File: src/inc/tcm_pkg.sv
// shared constants and types for the thermistor/control pin monitor
package tcm_pkg;
    localparam int unsigned CLK_HZ           = 20_000_000;
    localparam int unsigned BIAS_TIME_MS     = 24;
    localparam int unsigned PRIO_MON_MS      = 35;
    localparam int unsigned STD_MON_MS       = 235;
    localparam int unsigned BIAS_CYCLES      = BIAS_TIME_MS * (CLK_HZ / 1000);
    localparam int unsigned PRIO_MON_CYCLES  = PRIO_MON_MS * (CLK_HZ / 1000);
    localparam int unsigned STD_MON_CYCLES   = STD_MON_MS * (CLK_HZ / 1000);
    localparam int unsigned DEGLITCH_CYCLES  = 8;
    localparam int unsigned POWER_MARGIN_MW  = 375;
    localparam int unsigned PWR_W            = 16;
    localparam logic [7:0]  EPT_CODE_INT_FAULT = 8'h02;
    localparam logic [7:0]  EPT_CODE_CHG_DONE  = 8'h01;
    localparam logic [7:0]  EPT_CODE_HOST_FLT  = 8'h02;
    // apb register offsets of the host controller
    localparam logic [7:0]  OFS_CTRL   = 8'h00;
    localparam logic [7:0]  OFS_STATUS = 8'h04;
    localparam logic [7:0]  OFS_IRQ    = 8'h08;
    localparam logic [7:0]  OFS_MASK   = 8'h0c;
    localparam logic [31:0] CTRL_RESET = 32'h0000_0000;
    localparam logic [31:0] MASK_RESET = 32'h0000_0000;
    localparam int unsigned CTRL_DONE_BIT  = 0;
    localparam int unsigned CTRL_FAULT_BIT = 1;
    localparam int unsigned IRQ_BITS       = 2;
    typedef enum logic [1:0] {HOST_IDLE, HOST_DONE, HOST_FAULT} tcm_host_cmd_t;
endpackage : tcm_pkg

File: src/inc/tcm_link_if.sv
// pin-level link between the receiver and the host driver
`timescale 1ns/10ps
interface tcm_link_if;
    // receiver bias drive on the shared pin
    logic bias_out;
    logic bias_oe;
    // host switch drives
    logic charge_done_drive;
    logic fault_drive;
    // comparator results seen by the receiver
    logic above_high_level;
    logic below_low_level;
    logic hot_trip;
    logic cold_trip;
    modport device (
        output bias_out, bias_oe,
        input  above_high_level, below_low_level, hot_trip, cold_trip
    );
    modport host (
        output charge_done_drive, fault_drive
    );
endinterface : tcm_link_if

File: src/hw/tcm_receiver.sv
// receiver end: pin bias, temperature check, host detect, thermal and power report
// Contract
// - bias pin 24 ms, deglitched temperature check
// - end window: drop bias, float pin
// - float monitoring 35 or 235 ms
// - high floating pin sets host control flag
// - hot and cold ratiometric thresholds unsafe
// - host default: done drive 1, fault 0
// - pin below low level: fault shutdown
// - pin above high level: charge-complete shutdown
// - host drive codes for done and fault
// - host never drives done 0 fault 1
// - alternative single three-state host output (not built: the host drives separate charge_done_drive and fault_drive outputs)
// - die hot disables regulator, hysteresis restart
// - thermal shutdown sends internal-fault end code
// - report received power averaged over window
// - received power is output plus losses
// - report within 375 mW above calibrated
`timescale 1ns/10ps
module tcm_receiver
    import tcm_pkg::*;
#(
    parameter int unsigned BIAS_CYC  = BIAS_CYCLES,
    parameter int unsigned PRIO_CYC  = PRIO_MON_CYCLES,
    parameter int unsigned STD_CYC   = STD_MON_CYCLES,
    parameter int unsigned DGL_CYC   = DEGLITCH_CYCLES,
    parameter int unsigned AVG_LOG2  = 4
)(
    // clock and reset
    input  wire logic              pclk,
    input  wire logic              presetn,
    // pin link
    tcm_link_if.device             link,
    // cadence and die temperature
    input  wire logic              priority_cadence,
    input  wire logic              die_at_shutdown_temp,
    input  wire logic              die_below_hysteresis,
    // power measurement inputs in mW
    input  wire logic [PWR_W-1:0]  output_power_mw,
    input  wire logic [PWR_W-1:0]  loss_power_mw,
    input  wire logic              power_sample,
    // status outputs
    output logic                   thermistor_bias_window,
    output logic                   host_control_flag,
    output logic                   temp_unsafe,
    output logic                   receiver_shutdown,
    output logic                   output_regulator_en,
    output logic                   ept_valid,
    output logic [7:0]             ept_code,
    output logic [PWR_W-1:0]       received_power_mw,
    output logic                   received_power_valid
);
    typedef enum logic [0:0] {ST_BIAS, ST_FLOAT} tcm_phase_t;

    // two-flop synchronisers for the comparator and die temperature inputs
    logic [5:0] sync1_reg;
    logic [5:0] sync2_reg;
    always_ff @(posedge pclk or negedge presetn)
    begin
        if (!presetn)
        begin
            sync1_reg <= 6'h00;
            sync2_reg <= 6'h00;
        end
        else
        begin
            sync1_reg <= {die_at_shutdown_temp, die_below_hysteresis,
                          link.above_high_level, link.below_low_level,
                          link.hot_trip, link.cold_trip};
            sync2_reg <= sync1_reg;
        end
    end
    wire die_at_s   = sync2_reg[5];
    wire die_cool_s = sync2_reg[4];
    wire above_s = sync2_reg[3];
    wire below_s = sync2_reg[2];
    wire unsafe_raw = sync2_reg[1] | sync2_reg[0];

    // bias and monitor phase timer
    tcm_phase_t  phase_reg;
    logic [23:0] tmr_reg;
    wire [23:0] float_len = priority_cadence ? 24'(PRIO_CYC) : 24'(STD_CYC);
    wire bias_done  = (phase_reg == ST_BIAS) && (tmr_reg == 24'(BIAS_CYC - 1));
    wire float_done = (phase_reg == ST_FLOAT) && (tmr_reg >= float_len - 24'h1);
    always_ff @(posedge pclk or negedge presetn)
    begin
        if (!presetn)
        begin
            phase_reg <= ST_BIAS;
            tmr_reg   <= 24'h0;
        end
        else if (bias_done)
        begin
            phase_reg <= ST_FLOAT;
            tmr_reg   <= 24'h0;
        end
        else if (float_done)
        begin
            phase_reg <= ST_BIAS;
            tmr_reg   <= 24'h0;
        end
        else
            tmr_reg <= tmr_reg + 24'h1;
    end
    wire in_bias = (phase_reg == ST_BIAS);

    // deglitch counters for temperature, high and low pin levels
    logic [15:0] dgl_t_reg;
    logic [15:0] dgl_h_reg;
    logic [15:0] dgl_l_reg;
    wire t_hit = in_bias && unsafe_raw;
    wire h_hit = !in_bias && above_s;
    wire l_hit = !in_bias && below_s;
    wire t_ok  = t_hit && (dgl_t_reg == 16'(DGL_CYC - 1));
    wire h_ok  = h_hit && (dgl_h_reg == 16'(DGL_CYC - 1));
    wire l_ok  = l_hit && (dgl_l_reg == 16'(DGL_CYC - 1));
    always_ff @(posedge pclk or negedge presetn)
    begin
        if (!presetn)
        begin
            dgl_t_reg <= 16'h0;
            dgl_h_reg <= 16'h0;
            dgl_l_reg <= 16'h0;
        end
        else
        begin
            dgl_t_reg <= (t_hit && !t_ok) ? dgl_t_reg + 16'h1 : (t_ok ? dgl_t_reg : 16'h0);
            dgl_h_reg <= (h_hit && !h_ok) ? dgl_h_reg + 16'h1 : (h_ok ? dgl_h_reg : 16'h0);
            dgl_l_reg <= (l_hit && !l_ok) ? dgl_l_reg + 16'h1 : (l_ok ? dgl_l_reg : 16'h0);
        end
    end

    // thermal shutdown with hysteresis
    logic die_hot_reg;
    wire die_hot_next = die_at_s ? 1'b1
                      : (die_cool_s ? 1'b0 : die_hot_reg);
    wire die_trip = die_at_s && !die_hot_reg;

    // shutdown causes; host shutdown is latched until reset
    wire host_done  = h_ok;
    wire host_fault = l_ok;
    wire any_stop   = host_done || host_fault || t_ok || die_trip;

    always_ff @(posedge pclk or negedge presetn)
    begin
        if (!presetn)
        begin
            die_hot_reg            <= 1'b0;
            thermistor_bias_window <= 1'b1;
            host_control_flag      <= 1'b0;
            temp_unsafe            <= 1'b0;
            receiver_shutdown      <= 1'b0;
            output_regulator_en    <= 1'b0;
            ept_valid              <= 1'b0;
            ept_code               <= 8'h00;
        end
        else
        begin
            die_hot_reg            <= die_hot_next;
            thermistor_bias_window <= in_bias ? !bias_done : float_done;
            host_control_flag      <= host_control_flag | host_done;
            temp_unsafe            <= t_ok ? 1'b1 : (bias_done ? 1'b0 : temp_unsafe);
            receiver_shutdown      <= receiver_shutdown | host_done | host_fault;
            output_regulator_en    <= !die_hot_next && !receiver_shutdown
                                      && !host_done && !host_fault && !temp_unsafe;
            ept_valid              <= any_stop;
            if (die_trip)
                ept_code <= EPT_CODE_INT_FAULT;
            else if (host_done)
                ept_code <= EPT_CODE_CHG_DONE;
            else if (host_fault || t_ok)
                ept_code <= EPT_CODE_HOST_FLT;
        end
    end

    // pin drive: bias only during the window, float otherwise
    always_comb
    begin
        link.bias_out = 1'b1;
        link.bias_oe  = thermistor_bias_window;
    end

    // received power: output plus losses, averaged over 2**AVG_LOG2 samples
    wire [PWR_W:0] inst_pwr = {1'b0, output_power_mw} + {1'b0, loss_power_mw};
    logic [PWR_W+AVG_LOG2:0] acc_reg;
    logic [AVG_LOG2-1:0]     cnt_reg;
    wire [PWR_W+AVG_LOG2:0] acc_sum = acc_reg + (PWR_W+AVG_LOG2+1)'(inst_pwr);
    wire [PWR_W+AVG_LOG2:0] avg_val = acc_sum >> AVG_LOG2;
    wire win_end = power_sample && (cnt_reg == {AVG_LOG2{1'b1}});
    always_ff @(posedge pclk or negedge presetn)
    begin
        if (!presetn)
        begin
            acc_reg              <= '0;
            cnt_reg              <= '0;
            received_power_mw    <= '0;
            received_power_valid <= 1'b0;
        end
        else
        begin
            received_power_valid <= win_end;
            if (power_sample)
            begin
                cnt_reg <= cnt_reg + 1'b1;
                acc_reg <= win_end ? '0 : acc_sum;
            end
            if (win_end)
                received_power_mw <= (avg_val > (PWR_W+AVG_LOG2+1)'({PWR_W{1'b1}}))
                                     ? {PWR_W{1'b1}} : avg_val[PWR_W-1:0];
        end
    end
endmodule : tcm_receiver

File: src/flat_wrapper.sv
// flat-port wrapper written by rule: the top's interface ports become plain ports
module tcm_receiver_flat import tcm_pkg::*;
#(
    parameter int unsigned BIAS_CYC  = BIAS_CYCLES,
    parameter int unsigned PRIO_CYC  = PRIO_MON_CYCLES,
    parameter int unsigned STD_CYC   = STD_MON_CYCLES,
    parameter int unsigned DGL_CYC   = DEGLITCH_CYCLES,
    parameter int unsigned AVG_LOG2  = 4
)
  (pclk, presetn, priority_cadence, die_at_shutdown_temp, die_below_hysteresis, output_power_mw, loss_power_mw, power_sample, thermistor_bias_window, host_control_flag, temp_unsafe, receiver_shutdown, output_regulator_en, ept_valid, ept_code, received_power_mw, received_power_valid, link_bias_out, link_bias_oe, link_above_high_level, link_below_low_level, link_hot_trip, link_cold_trip);
  tcm_link_if link_i ();
  input  wire logic pclk;
  input  wire logic presetn;
  input  wire logic priority_cadence;
  input  wire logic die_at_shutdown_temp;
  input  wire logic die_below_hysteresis;
  input  wire logic [PWR_W-1:0] output_power_mw;
  input  wire logic [PWR_W-1:0] loss_power_mw;
  input  wire logic power_sample;
  output logic thermistor_bias_window;
  output logic host_control_flag;
  output logic temp_unsafe;
  output logic receiver_shutdown;
  output logic output_regulator_en;
  output logic ept_valid;
  output logic [7:0] ept_code;
  output logic [PWR_W-1:0] received_power_mw;
  output logic received_power_valid;
  output wire logic [$bits(link_i.bias_out)-1:0] link_bias_out;
  output wire logic [$bits(link_i.bias_oe)-1:0] link_bias_oe;
  input wire logic [$bits(link_i.above_high_level)-1:0] link_above_high_level;
  input wire logic [$bits(link_i.below_low_level)-1:0] link_below_low_level;
  input wire logic [$bits(link_i.hot_trip)-1:0] link_hot_trip;
  input wire logic [$bits(link_i.cold_trip)-1:0] link_cold_trip;
  assign link_bias_out = link_i.bias_out;
  assign link_bias_oe = link_i.bias_oe;
  assign link_i.above_high_level = link_above_high_level;
  assign link_i.below_low_level = link_below_low_level;
  assign link_i.hot_trip = link_hot_trip;
  assign link_i.cold_trip = link_cold_trip;
  tcm_receiver #(.BIAS_CYC(BIAS_CYC), .PRIO_CYC(PRIO_CYC), .STD_CYC(STD_CYC), .DGL_CYC(DGL_CYC), .AVG_LOG2(AVG_LOG2)) u_core (.pclk(pclk), .presetn(presetn), .link(link_i), .priority_cadence(priority_cadence), .die_at_shutdown_temp(die_at_shutdown_temp), .die_below_hysteresis(die_below_hysteresis), .output_power_mw(output_power_mw), .loss_power_mw(loss_power_mw), .power_sample(power_sample), .thermistor_bias_window(thermistor_bias_window), .host_control_flag(host_control_flag), .temp_unsafe(temp_unsafe), .receiver_shutdown(receiver_shutdown), .output_regulator_en(output_regulator_en), .ept_valid(ept_valid), .ept_code(ept_code), .received_power_mw(received_power_mw), .received_power_valid(received_power_valid));
endmodule
File: config.mk
export PLATFORM = sky130hd
export DESIGN_NAME = tcm_receiver_flat
export DESIGN_NICKNAME = d
export VERILOG_FILES = /design/src/inc/tcm_pkg.sv /design/src/inc/tcm_link_if.sv /design/src/hw/tcm_receiver.sv /design/src/flat_wrapper.sv
export SDC_FILE = /design/constraint.sdc
export NUM_CORES = 1
export LEC_CHECK = 0
export BUFFER_PORTS_ARGS = -buffer_cell sky130_fd_sc_hd__buf_2
export CAP_MARGIN = 20
export CORE_ASPECT_RATIO = 0.75
export CORE_MARGIN = 10
export CORE_UTILIZATION = 40
export CTS_CLUSTER_DIAMETER = 50
export DETAILED_ROUTE_END_ITERATION = 16
export PLACE_DENSITY = 0.57
export RECOVER_POWER = 50
export SETUP_SLACK_MARGIN = 0.3
export SLEW_MARGIN = 10
export SYNTH_ARGS = -nofsm -noshare
export SYNTH_HDL_FRONTEND = slang
export SYNTH_SLANG_ARGS = --single-unit
File: constraint.sdc
create_clock -name pclk -period 3.7 [get_ports pclk]
set_input_delay 0.74 -clock pclk [delete_from_list [all_inputs] [get_ports pclk]]
set_output_delay 0.74 -clock pclk [all_outputs]
set_load 0.05 [all_outputs]
==> impl_results.md, run 1 <==
- Run status: finished, violations left
- Violations in the final reports: capacitance limit, slew limit
- DRC violation count after routing: 0
- Area grow syn2layout: 17.63%
- Critical Path Start Type: input port
- Port Buffer Count: between 60 and 70
- Slew at the pin closest to its max-slew limit: about 2500 ps
- Count of antenna diodes in the layout: 0
- Leakage power summed over all cells: 0.003751 µW
- Final count of negative-setup-slack endpoints: 0
- RSZ-0062 raised after global routing: no
- Routed wirelength normalized by instance count: roughly 15 µm
- Count of endpoints failing hold in the final timing report: 0
- ANT nets after route: 0
- Max-slew violation count: 57
- Buffer depth of the longest clock path: 2
- Worst min-delay path class: flip-flop to flip-flop
- Setup bufs post-CTS: 0
- Number of levels the H-tree was split into: 4
- Register Area: approximately 0.0034 mm²
- Share of cells above drive strength 1: 0.1503
- Placed instance area: ~0.008 mm²
- Count of instances resized after the clock tree is built: 0
- Height of the chip: around 140 µm
- Clock buffer count from CTS: 17
- Routability cong.: slightly below 0.8
- Max-cap viol count: 1
- Stage delay of the slowest cell on the critical path: 530 ps
- Capturing element type of the critical path: flip-flop
- Total instance count after detailed placement: about 1000
- Cell with the largest stage delay on the worst path: fa_1
- Highest ir drop seen on vdd: just over 0.4 mV
- Clock network latency to the later pin of the worst-skew pair: 420 ps
- Cell accounting for the most synthesized area: dfrtp_1
- Count of non-filler cells in the finished layout: between 1000 and 1500
- Synthesized area divided by synthesized cell count: 10.06 µm²
- Post-synthesis sequential element count: about 140
- Number of vias per cell after detailed routing: 5.098
- Area of the multi-input gates: 0.003625 mm²
- Number of global-route vias before repair: ~5500
- Tot GR Track Use: 0.1404
- Clock tree root buffer cell: clkbuf_16
- Most used cells in the layout excluding fill and tap cells: 135 x dfrtp_1, 105 x nor2_1, 65 x buf_2, 41 x nand2_1, 40 x xnor2_1
- Area share of the leading cell type in the synthesized netlist: 0.4677
- Top cells by area, synth: dfrtp_1 47%, nor2_1 5.5%, ha_1 4.9%, xnor2_1 4.9%, fa_1 4.7%
- Pin count of the biggest net entering global routing: 81
- Routed WL: 16080 µm
- Worst slew margin relative to its limit: -0.6765
- Critical path peak fanout: 4
- Clock skew after layout: 7.323 ps
- Number of flip-flops in the largest register: 24
- Synth warn: 0
- Sequential-to-total area share from yosys stat: 0.4713
- Number of flops mapped to enable cells by yosys: 0
- Pwr dens: roughly 760 mW/mm²
- Post-synth cell types: 61
- Signal arrival time at the worst endpoint: roughly 3500 ps
- Global route overflow: 0
- Clock-pin transition on the worst setup and hold timing paths: 60 ps
- Final setup TNS: 0 ps
- Synthesized instance count: roughly 720
- Ports: 75
- Cells along the critical path: buf_2 > inv_1 > fa_1 > inv_1 > ha_1 > fa_1 > a21o_1 > a221o_1 > buf_4 > a21o_1 > a21oi_1 > xor2_1 > a31oi_1
- Count of clock tree sinks: 136
- Post-layout net count: 879
- Crit Path Category: input port to flip-flop
- Dominant register cell in the synthesized netlist: dfrtp_1
- Fill cells: approximately 1700
- Drt first pass iters: 5
- Maximum clock frequency: slightly above 0.3 GHz
- DP Wirelength: between 10000 and 15000 µm
- Rows: 42
- Leading cell type in the layout, fill and taps excluded: dfrtp_1
- Antenna violations before repair: 0
- Clock tree from TritonCTS: yes
- Core area: between 0.015 and 0.02 mm²
- Worst Path Required: 3960 ps
- Number of vias in the routed layout: ~5300
- Wire length of the first global-routing pass: approximately 27000 µm
- Mapped Area: between 0.007 and 0.008 mm²
- Final worst path period share: 0.8719
- Count of routing violations after the opening detailed-route iteration: 364
- Post-synth ARST share: 1.000
- Horiz. Die Dim: 175.2 µm
- Floorplan die area: approximately 0.024 mm²
- Min cycle time layout: 3226 ps
- Area of all placed cells without fillers: roughly 0.0085 mm²
- Effective utilization at floorplan: 0.4079
- Hold buffer count at cts: 0
[worst max-delay path, delay by kind of cell]
| kind | cells | cell delay (ps) |
|---|---|---|
| compound gates | 5 | 1010 |
| buf+inv | 4 | 330 |
| fa+ha+maj | 3 | 1180 |
| xor+xnor | 1 | 230 |
[through the flow]
| step | hold WS (ps) | total power [µW] | setup WS [ps] | utilization |
|---|---|---|---|---|
| final | 347.5 | 6444 | 473.9 | 0.4798 |
| after CTS | 296.1 | 6481 | 491.3 | 0.4798 |
| after floorplan | 331.2 | 3862 | 342.2 | - |
| after detailed placement | 336.4 | 4549 | 46.60 | 0.4426 |
| after global placement | 333.2 | 4501 | 89.04 | 0.4426 |
| after global routing | 354.6 | 6883 | 333.0 | 0.4798 |
[logic make-up (layout without fill, tap and decap cells)]
group | Yosys count | count (layout) | share of synthesized area
AO/OA/AOI/OAI | 124 | 124 | 0.1124
XOR/XNOR | 73 | 73 | 0.08852
adder cells (fa/ha/maj) | 45 | 45 | 0.09562
buffers and inverters | 49 | 131 | 0.03049
flip-flops | 136 | 136 | 0.4713
multiplexers | 4 | 4 | 0.005716
other | 2 | 7 | 0.001040
AND/OR/NAND/NOR | 285 | 285 | 0.1949
[where the power goes]
group	switching, µW	leakage (µW)	total (µW)	internal [µW]
Clock	672	0.000321	1890	1220
Combinational	1640	0.00169	2610	966
Sequential	194	0.00174	1950	1750
Total	2510	0.00375	6440	3940
[cells in the mapped netlist (10+ instances only)]
master,instances
ha_1,28
inv_1,24
xor2_1,33
a31oi_1,19
nand2_1,41
fa_1,17
nand4_1,19
or3_1,10
nor2_1,105
xnor2_1,40
dfrtp_1,135
a21oi_1,29
and3_1,20
o21ai_0,24
clkbuf_1,11
nand3_1,33
o2bb2ai_1,13
nor3_1,13
[cell type report]
cell class	count	share of cell area
Tap cell	242	0.03564
Inverter	25	0.01104
Sequential cell	136	0.4007
Clock buffer	18	0.05169
Clock inverter	14	0.02592
Multi-Input combinational cell	538	0.4266
Timing Repair Buffer	74	0.04845
[final timing paths]
| kind | start | endpoint | slack, ps | cells past startpoint |
|---|---|---|---|---|
| max | output_power_mw[1] | u_core.received_power_mw[5]$_DFFE_PN0P_ | 470 | 13 |
| min | u_core.sync1_reg[5]$_DFF_PN0_ | u_core.sync2_reg[5]$_DFF_PN0_ | 350 | 0 |
| max reg2reg | u_core.acc_reg[1]$_DFFE_PN0P_ | u_core.received_power_mw[5]$_DFFE_PN0P_ | 590 | 12 |
| min reg2reg | u_core.sync1_reg[5]$_DFF_PN0_ | u_core.sync2_reg[5]$_DFF_PN0_ | 350 | 0 |
| max in group asynchronous | presetn | u_core.sync1_reg[3]$_DFF_PN0_ | 1010 | 1 |
| min in group asynchronous | presetn | u_core.acc_reg[0]$_DFFE_PN0P_ | 1250 | 1 |
[metal layers]
metal	GRT usage	routed length [µm]
met2	0.2095	7140
met4	0.04368	159
met3	0.03520	533
met1	0.1961	8241
met5	0	0
No activity file was read; power rests on OpenSTA's default activity.
==> run 2: changes to the inputs <==
- CORE_UTILIZATION: 40 -> 47
- PLACE_DENSITY: 0.57 -> 0.68
- clock period: 3.7 -> 2.8 ns (I/O delays scaled with it)
==> run 2 against run 1 <==
Effect of this change:
- non-clock buffer count increased by 49
- die area fell by 13%
- cell count up 1.1%
- utilization up 13 points
- routed wire length is 9.3% higher
- clock-buffer cell count increased by 3
- global-route usage is 2.9 points higher
- setup slack worse by 640 ps
- critical path depth fell by 2
- worst hold slack got worse by 100 ps
- the flow finishes with violations (setup timing)
- register-to-register slack lost 750 ps
- critical path type is now flip-flop to flip-flop
- sequential share of layout area is 3.0 points lower
==> impl_results.md, run 2 (synthesis results as in run 1) <==
- DRC violation count after routing: 0 (unchanged)
- Worst slew margin relative to its limit: 0.09176 (was -0.6765)
- Grt met3 use: 0.04557 (was 0.03520)
- Max-cap viol count: 0 (was 1)
- Worst Path Required: 3100 ps (was 3960 ps)
- Worst Reg-to-Reg Cells: 11 (was 12)
- Startpoint of the most critical register-to-register path: u_core.acc_reg[1]$_DFFE_PN0P_ (unchanged)
- Highest ir drop seen on vdd: 0.8914 mV (was 0.4141 mV)
- Violations in the final reports: setup timing (was capacitance limit, slew limit)
- Ports: 75 (unchanged)
- Switching share of power: 0.3893 (was 0.3889)
- Effective utilization at floorplan: 0.4775 (was 0.4079)
- Run status: finished, violations left (unchanged)
- Core area: 0.01513 mm² (was 0.01771 mm²)
- Worst min-delay path class: input port to flip-flop (was flip-flop to flip-flop)
- Psw: 4046 µW (was 2506 µW)
- Most used routing layer: met2 (unchanged)
- Maximum clock frequency: approximately 0.34 GHz
- Pwr dens: 1131 mW/mm² (was 758.4 mW/mm²)
- Critical path peak fanout: 3 (was 4)
- Count of antenna diodes in the layout: 0 (unchanged)
- Kind of cell with the highest combined delay on the critical path: compound AO/OA/AOI/OAI gates (was adder cells)
- Destination of the worst register-to-register timing path: u_core.received_power_mw[9]$_DFFE_PN0P_ (was u_core.received_power_mw[5]$_DFFE_PN0P_)
- Routed WL: 17580 µm (was 16080 µm)
- Flop-to-flop setup slack: -160 ps (was 590 ps)
- RSZ-0062 raised after global routing: yes (was no)
- Area of all placed cells without fillers: 0.009190 mm² (was 0.008497 mm²)
- Cells along the critical path: inv_2 > fa_1 > inv_2 > ha_4 > fa_2 > a21o_1 > a221o_1 > a221o_1 > a21oi_2 > xor2_1 > a31oi_1 (was buf_2 > inv_1 > fa_1 > inv_1 > ha_1 > fa_1 > a21o_1 > a221o_1 > buf_4 > a21o_1 > a21oi_1 > xor2_1 > a31oi_1)
- Leading cell type in the layout, fill and taps excluded: dfrtp_1 (unchanged)
- Final count of negative-setup-slack endpoints: 21 (was 0)
- Startpoint of the lowest-slack hold path: link_cold_trip (was u_core.sync1_reg[5]$_DFF_PN0_)
- Count of clock tree sinks: 136 (unchanged)
- Clock-pin transition on the worst setup and hold timing paths: 60 ps (about the same)
- Met1 track demand over resource in global routing: 0.2302 (was 0.1961)
- Horiz. Die Dim: 163.1 µm (was 175.2 µm)
- Pin count of the biggest net entering global routing: 57 (was 81)
- Leakage power summed over all cells: 0.004077 µW (was 0.003751 µW)
- Floorplan die area: 0.02078 mm² (was 0.02389 mm²)
- Share of cells above drive strength 1: 0.2471 (was 0.1503)
- Area of the multi-input gates: 0.003956 mm² (was 0.003625 mm²)
- Clock buffer count from CTS: 17 (unchanged)
- Area grow syn2layout: 27.23% (was 17.63%)
- Buffer depth of the longest clock path: 2 (unchanged)
- DP Wirelength: 12100 µm (was 11380 µm)
- Crit path setup slack, layout: -164.5 ps (was 473.9 ps)
- Number of global-route vias before repair: 5944 (was 5483)
- Signal arrival time at the worst endpoint: 3260 ps (was 3490 ps)
- Height of the chip: 127.4 µm (was 136.4 µm)
- Critical Path Start Type: flip-flop (was input port)
- Pint: 6347 µW (was 3938 µW)
- Clock tree root buffer cell: clkbuf_16 (unchanged)
- Wire length of the first global-routing pass: 29040 µm (was 27490 µm)
- Clock network latency to the later pin of the worst-skew pair: 430 ps (was 420 ps)
- Post-layout net count: 928 (was 879)
- Rows: 39 (was 42)
- Tot GR Track Use: 0.1690 (was 0.1404)
- Number of levels the H-tree was split into: 4 (unchanged)
- Drt first pass iters: 5 (unchanged)
- Number of vias in the routed layout: 5841 (was 5338)
- Count of routing violations after the opening detailed-route iteration: 430 (was 364)
- Global route overflow: 0 (unchanged)
- Routability cong.: 0.8592 (was 0.7879)
- Sequential share of power: 0.251 (was 0.302)
- Hold Path End: u_core.sync1_reg[0]$_DFF_PN0_ (was u_core.sync2_reg[5]$_DFF_PN0_)
- Stage delay of the slowest cell on the critical path: 510 ps (was 530 ps)
- Antenna violations before repair: 0 (unchanged)
- ANT nets after route: 0 (unchanged)
- Crit Path Category: flip-flop to flip-flop (was input port to flip-flop)
- Global routing usage on met2: 0.2557 (was 0.2095)
- Count of endpoints failing hold in the final timing report: 0 (unchanged)
- Fill cells: 1248 (was 1655)
- Cell with the largest stage delay on the worst path: fa_1 (unchanged)
- Placed instance area: 0.008157 mm² (was 0.007838 mm²)
- Min cycle time layout: around 3000 ps
- Final worst path period share: 1.059
- Most used cells in the layout excluding fill and tap cells: 135 x dfrtp_1, 105 x nor2_1, 64 x buf_2, 45 x buf_4, 39 x nand2_1 (was 135 x dfrtp_1, 105 x nor2_1, 65 x buf_2, 41 x nand2_1, 40 x xnor2_1)
- Number of vias per cell after detailed routing: 5.516 (was 5.098)
- Count of non-filler cells in the finished layout: 1059 (was 1047)
- Clock tree from TritonCTS: yes (unchanged)
- Clock skew after layout: 9.712 ps (was 7.323 ps)
- Slew at the pin closest to its max-slew limit: 1362 ps (was 2515 ps)
- Number of flip-flops in the largest register: 24 (unchanged)
- Port Buffer Count: 67 (unchanged)
- Worst path buffer plus inverter count: 2 (was 4)
- Power share of the combinational group: 0.504 (was 0.404)
- Register Area: 0.003405 mm² (unchanged)
- Routed wirelength normalized by instance count: 16.60 µm (was 15.35 µm)
- Capturing element type of the critical path: flip-flop (unchanged)
- Clock group share of total power: 0.245 (was 0.294)
- Total instance count after detailed placement: 1016 (was 1015)
- Hold buffer count at cts: 0 (unchanged)
- Sum of internal, switching and leakage power: 10390 µW (was 6444 µW)
- Hold Path Stages: 1 (was 0)
- Max-slew violation count: 0 (was 57)
-- run 2: cell types whose count changed in the layout (fill, tap and decap cells not counted), sizes merged --
cell,before,now
buf,71,118
clkbuf,20,26
clkinv,6,2
clkinvlp,1,3
dlygate4sd2,1,0
inv,27,26
-- run 2: routing by layer --
layer,vias up,routed length (µm)
li1,2768,-
met1,2904,8210
met2,142,8270
met3,27,776
met4,0,316
met5,-,0
-- run 2: power groups by stage --
| stage | combinational [µW] | sequential (µW) | clock (µW) |
|---|---|---|---|
| after floorplan | 2280 | 2990 | 0 |
| after global placement | 3960 | 2600 | 0 |
| after CTS | 4520 | 2600 | 2590 |
| final | 5240 | 2610 | 2540 |
| after global routing | 5620 | 2650 | 2680 |
| after detailed placement | 4040 | 2620 | 0 |
-- run 2: repair_timing --
action / 4_1_cts / 5_1_grt
setup endpoints to repair: 29 / 43
setup buffers: 5 / 6
pin swaps: 30 / 29
gates resized for setup: 22 / 33
-- run 2: layout make-up --
class                           count  area share
Inverter                           25     0.01103
Clock inverter                     11     0.02083
Multi-Input combinational cell    538      0.4305
Timing Repair Buffer              123     0.08700
Clock buffer                       21     0.05228
Tap cell                          205     0.02791
Sequential cell                   136      0.3705
-- run 2: stage by stage --
stage	TNS [ps]	hold slack, ps	setup slack [ps]	utilization
floorplan	-2109	264.4	-281.9	-
global placement	-9171	336.3	-492.6	0.5392
detailed placement	-10350	337.9	-533.4	0.5392
CTS	-593.3	110.1	-90.75	0.5937
global route	-8042	226.3	-268.1	0.6075
finish	-1512	243.0	-164.5	0.6075
-- run 2: worst max path at each step --
stage                                       start                                 endpoint  depth (start not counted)
floorplan                        loss_power_mw[1]  u_core.received_power_mw[9]$_DFFE_PN0P_                         11
global placement                 loss_power_mw[1]            u_core.acc_reg[9]$_DFFE_PN0P_                         13
detailed placement               loss_power_mw[1]  u_core.received_power_mw[5]$_DFFE_PN0P_                         13
CTS                 u_core.acc_reg[1]$_DFFE_PN0P_  u_core.received_power_mw[9]$_DFFE_PN0P_                         11
global route        u_core.acc_reg[1]$_DFFE_PN0P_  u_core.received_power_mw[9]$_DFFE_PN0P_                         11
finish              u_core.acc_reg[1]$_DFFE_PN0P_  u_core.received_power_mw[9]$_DFFE_PN0P_                         11
-- run 2: worst register-to-register path, cell delays in order (launching register included) --
cell	delay [ps]
dfrtp_1	350
inv_2	40
fa_1	510
inv_2	50
ha_4	150
fa_2	330
a21o_1	180
a221o_1	370
a221o_1	340
a21oi_2	160
xor2_1	240
a31oi_1	130
==> run 3: changes to the inputs <==
- CELL_PAD_IN_SITES_DETAIL_PLACEMENT: not set -> 1
- CELL_PAD_IN_SITES_GLOBAL_PLACEMENT: not set -> 1
- CORE_UTILIZATION: 47 -> 42
- GPL_ROUTABILITY_DRIVEN: not set -> 0
- PLACE_DENSITY: 0.68 -> 0.75
==> run 3 against run 2 <==
Effect of this change:
- the flow finishes with violations (capacitance limit, slew limit, setup timing)
- first-iteration DRC count fell by 9.1%
- clock power fell by 16%
- sequential power is essentially flat
- cell count increased by 2.0%
- largest power group unchanged
- setup slack worse by 27 ps
- via count up 4.9%
- critical path depth stayed put
- worst hold slack better by 1.0 ps
- non-clock buffer count is 12 higher
- fmax shrank 0.91%
==> impl_results.md, run 3 (synthesis results as in run 1) <==
- Min cycle time layout: 2992 ps (was 2965 ps)
- Hold buffer count at cts: 0 (unchanged)
- Clock network latency to the later pin of the worst-skew pair: 420 ps (was 430 ps)
- Highest ir drop seen on vdd: 0.7977 mV (was 0.8914 mV)
- Rows: 41 (was 39)
- Leading cell type in the layout, fill and taps excluded: dfrtp_1 (unchanged)
- Final count of negative-setup-slack endpoints: 25 (was 21)
- Sequential share of power: 0.245 (was 0.251)
- Number of global-route vias before repair: 6715 (was 5944)
- ANT nets after route: 0 (unchanged)
- Clock buffer count from CTS: 17 (unchanged)
- Run status: finished, violations left (unchanged)
- Post-layout net count: 940 (was 928)
- Worst Path Required: 3070 ps (was 3100 ps)
- Maximum clock frequency: 0.3342 GHz (was 0.3373 GHz)
- Routed wirelength normalized by instance count: 20.67 µm (was 16.60 µm)
- Pwr dens: 1156 mW/mm² (was 1131 mW/mm²)
- DP Wirelength: 14440 µm (was 12100 µm)
- Share of cells above drive strength 1: 0.2624 (was 0.2471)
- Power share of the combinational group: 0.555 (was 0.504)
- Number of flip-flops in the largest register: 24 (unchanged)
- Count of routing violations after the opening detailed-route iteration: 391 (was 430)
- Max-slew violation count: 70 (was 0)
- Clock skew after layout: 6.853 ps (was 9.712 ps)
- Wire length of the first global-routing pass: 34980 µm (was 29040 µm)
- Worst slew margin relative to its limit: -0.1643 (was 0.09176)
- Total instance count after detailed placement: 1029 (was 1016)
- Utilization after layout: 0.5521 (was 0.6075)
- Most used cells in the layout excluding fill and tap cells: 135 x dfrtp_1, 105 x nor2_1, 63 x buf_2, 51 x buf_4, 40 x nand2_1 (was 135 x dfrtp_1, 105 x nor2_1, 64 x buf_2, 45 x buf_4, 39 x nand2_1)
- Drt first pass iters: 5 (unchanged)
- Number of vias in the routed layout: 6126 (was 5841)
- Height of the chip: 133.6 µm (was 127.4 µm)
- Ports: 75 (unchanged)
- Stage delay of the slowest cell on the critical path: 600 ps (was 510 ps)
- Routed WL: 22330 µm (was 17580 µm)
- Capturing element type of the critical path: flip-flop (unchanged)
- Critical Path Start Type: flip-flop (unchanged)
- Slew at the pin closest to its max-slew limit: 1746 ps (was 1362 ps)
- DRC violation count after routing: 0 (unchanged)
- Crit path setup slack, layout: -191.9 ps (was -164.5 ps)
- Pint: 6273 µW (was 6347 µW)
- Max-cap viol count: 1 (was 0)
- Psw: 4464 µW (was 4046 µW)
- Core area: 0.01683 mm² (was 0.01513 mm²)
- Area grow syn2layout: 28.62% (was 27.23%)
- Count of antenna diodes in the layout: 0 (unchanged)
- Worst min-delay path class: input port to flip-flop (unchanged)
- Area of all placed cells without fillers: 0.009290 mm² (was 0.009190 mm²)
- Number of vias per cell after detailed routing: 5.672 (was 5.516)
- Crit Path Category: flip-flop to flip-flop (unchanged)
- Clock tree from TritonCTS: yes (unchanged)
- Cell with the largest stage delay on the worst path: fa_2 (was fa_1)
- Critical path peak fanout: 5 (was 3)
- Effective utilization at floorplan: 0.4293 (was 0.4775)
- Clock-pin transition on the worst setup and hold timing paths: 60 ps (about the same)
- Violations in the final reports: capacitance limit, slew limit, setup timing (was setup timing)
- Clock tree root buffer cell: clkbuf_16 (unchanged)
- Switching share of power: 0.4157 (was 0.3893)
- Floorplan die area: 0.02290 mm² (was 0.02078 mm²)
- Final worst path period share: 1.069 (was 1.059)
- RSZ-0062 raised after global routing: yes (unchanged)
- Placed instance area: 0.008204 mm² (was 0.008157 mm²)
- Horiz. Die Dim: 171.4 µm (was 163.1 µm)
- Pin count of the biggest net entering global routing: 70 (was 57)
- Count of endpoints failing hold in the final timing report: 0 (unchanged)
- Global route overflow: 0 (unchanged)
- Tot GR Track Use: 0.1903 (was 0.1690)
- Cells along the critical path: fa_2 > ha_4 > a211oi_2 > buf_4 > o211ai_1 > a31oi_4 > o311ai_4 > a211oi_2 > buf_4 > buf_8 > a31oi_1 (was inv_2 > fa_1 > inv_2 > ha_4 > fa_2 > a21o_1 > a221o_1 > a221o_1 > a21oi_2 > xor2_1 > a31oi_1)
- Port Buffer Count: 67 (unchanged)
- Count of clock tree sinks: 136 (unchanged)
- Clock group share of total power: 0.200 (was 0.245)
- Count of non-filler cells in the finished layout: 1080 (was 1059)
- Buffer depth of the longest clock path: 2 (unchanged)
- Antenna violations before repair: 0 (unchanged)
- Number of levels the H-tree was split into: 4 (unchanged)
- Signal arrival time at the worst endpoint: 3260 ps (about the same)
- Leakage power summed over all cells: 0.004084 µW (was 0.004077 µW)
run 3: worst max-delay path: cells and delay by family (launching register included):
kind | cells | cell delay, ps
compound gates | 6 | 1150
flops | 1 | 400
fa+ha+maj | 2 | 820
buf+inv | 3 | 470
run 3: what timing repair did:
item                       4_1_cts  5_1_grt
gates resized for setup         38       37
setup endpoints to repair       30       31
setup buffers                   10        9
gates cloned                     0        1
pin swaps                       27       24
run 3: area by class of cell:
type | instances | area, µm²
clock buffer | 24 | 481.7
sequential | 136 | 3405
multi-input combinational | 538 | 4055
clock inverter | 7 | 68.82
timing repair buffer | 135 | 909.6
inverter | 25 | 101.3
fill | 1863 | 7536
tap | 215 | 269.0
run 3: power groups by stage:
stage | Clock (µW) | Combinational (µW) | Sequential (µW)
finish | 2140 | 5960 | 2630
global route | 2280 | 6360 | 2670
detailed placement | 0 | 4250 | 2620
floorplan | 0 | 2280 | 2990
CTS | 2180 | 5050 | 2610
global placement | 0 | 4030 | 2600
run 3: per-stage QoR:
stage / setup WS [ps] / TNS [ps] / hold slack [ps] / total power (µW)
after floorplan: -281.9 / -2109 / 264.4 / 5269
final: -191.9 / -3417 / 244.0 / 10740
after global placement: -533.3 / -11250 / 336.8 / 6637
after global routing: -346.3 / -7139 / 234.0 / 11300
after detailed placement: -659.4 / -12570 / 338.5 / 6872
after CTS: -141.0 / -2010 / 180.8 / 9844
run 3: path summary, 6_finish.rpt:
| kind | endpoint | depth (start not counted) | slack [ps] | from |
|---|---|---|---|---|
| worst min register to register | u_core.sync2_reg[2]$_DFF_PN0_ | 0 | 350 | u_core.sync1_reg[2]$_DFF_PN0_ |
| min in group asynchronous | u_core.received_power_valid$_DFF_PN0_ | 1 | 610 | presetn |
| worst max register to register | u_core.received_power_mw[13]$_DFFE_PN0P_ | 11 | -190 | u_core.acc_reg[2]$_DFFE_PN0P_ |
| worst min-delay path | u_core.sync1_reg[3]$_DFF_PN0_ | 1 | 240 | link_above_high_level |
| worst max-delay path | u_core.received_power_mw[13]$_DFFE_PN0P_ | 11 | -190 | u_core.acc_reg[2]$_DFFE_PN0P_ |
| max in group asynchronous | u_core.tmr_reg[0]$_DFF_PN0_ | 2 | 450 | presetn |
run 3: per-layer routing:
layer,GRT usage,vias up,wire length [µm]
met2,0.3202,137,11090
met5,0,-,0
met3,0.04604,36,878
met4,0.05060,0,450
li1,-,2788,-
met1,0.2380,3165,9909
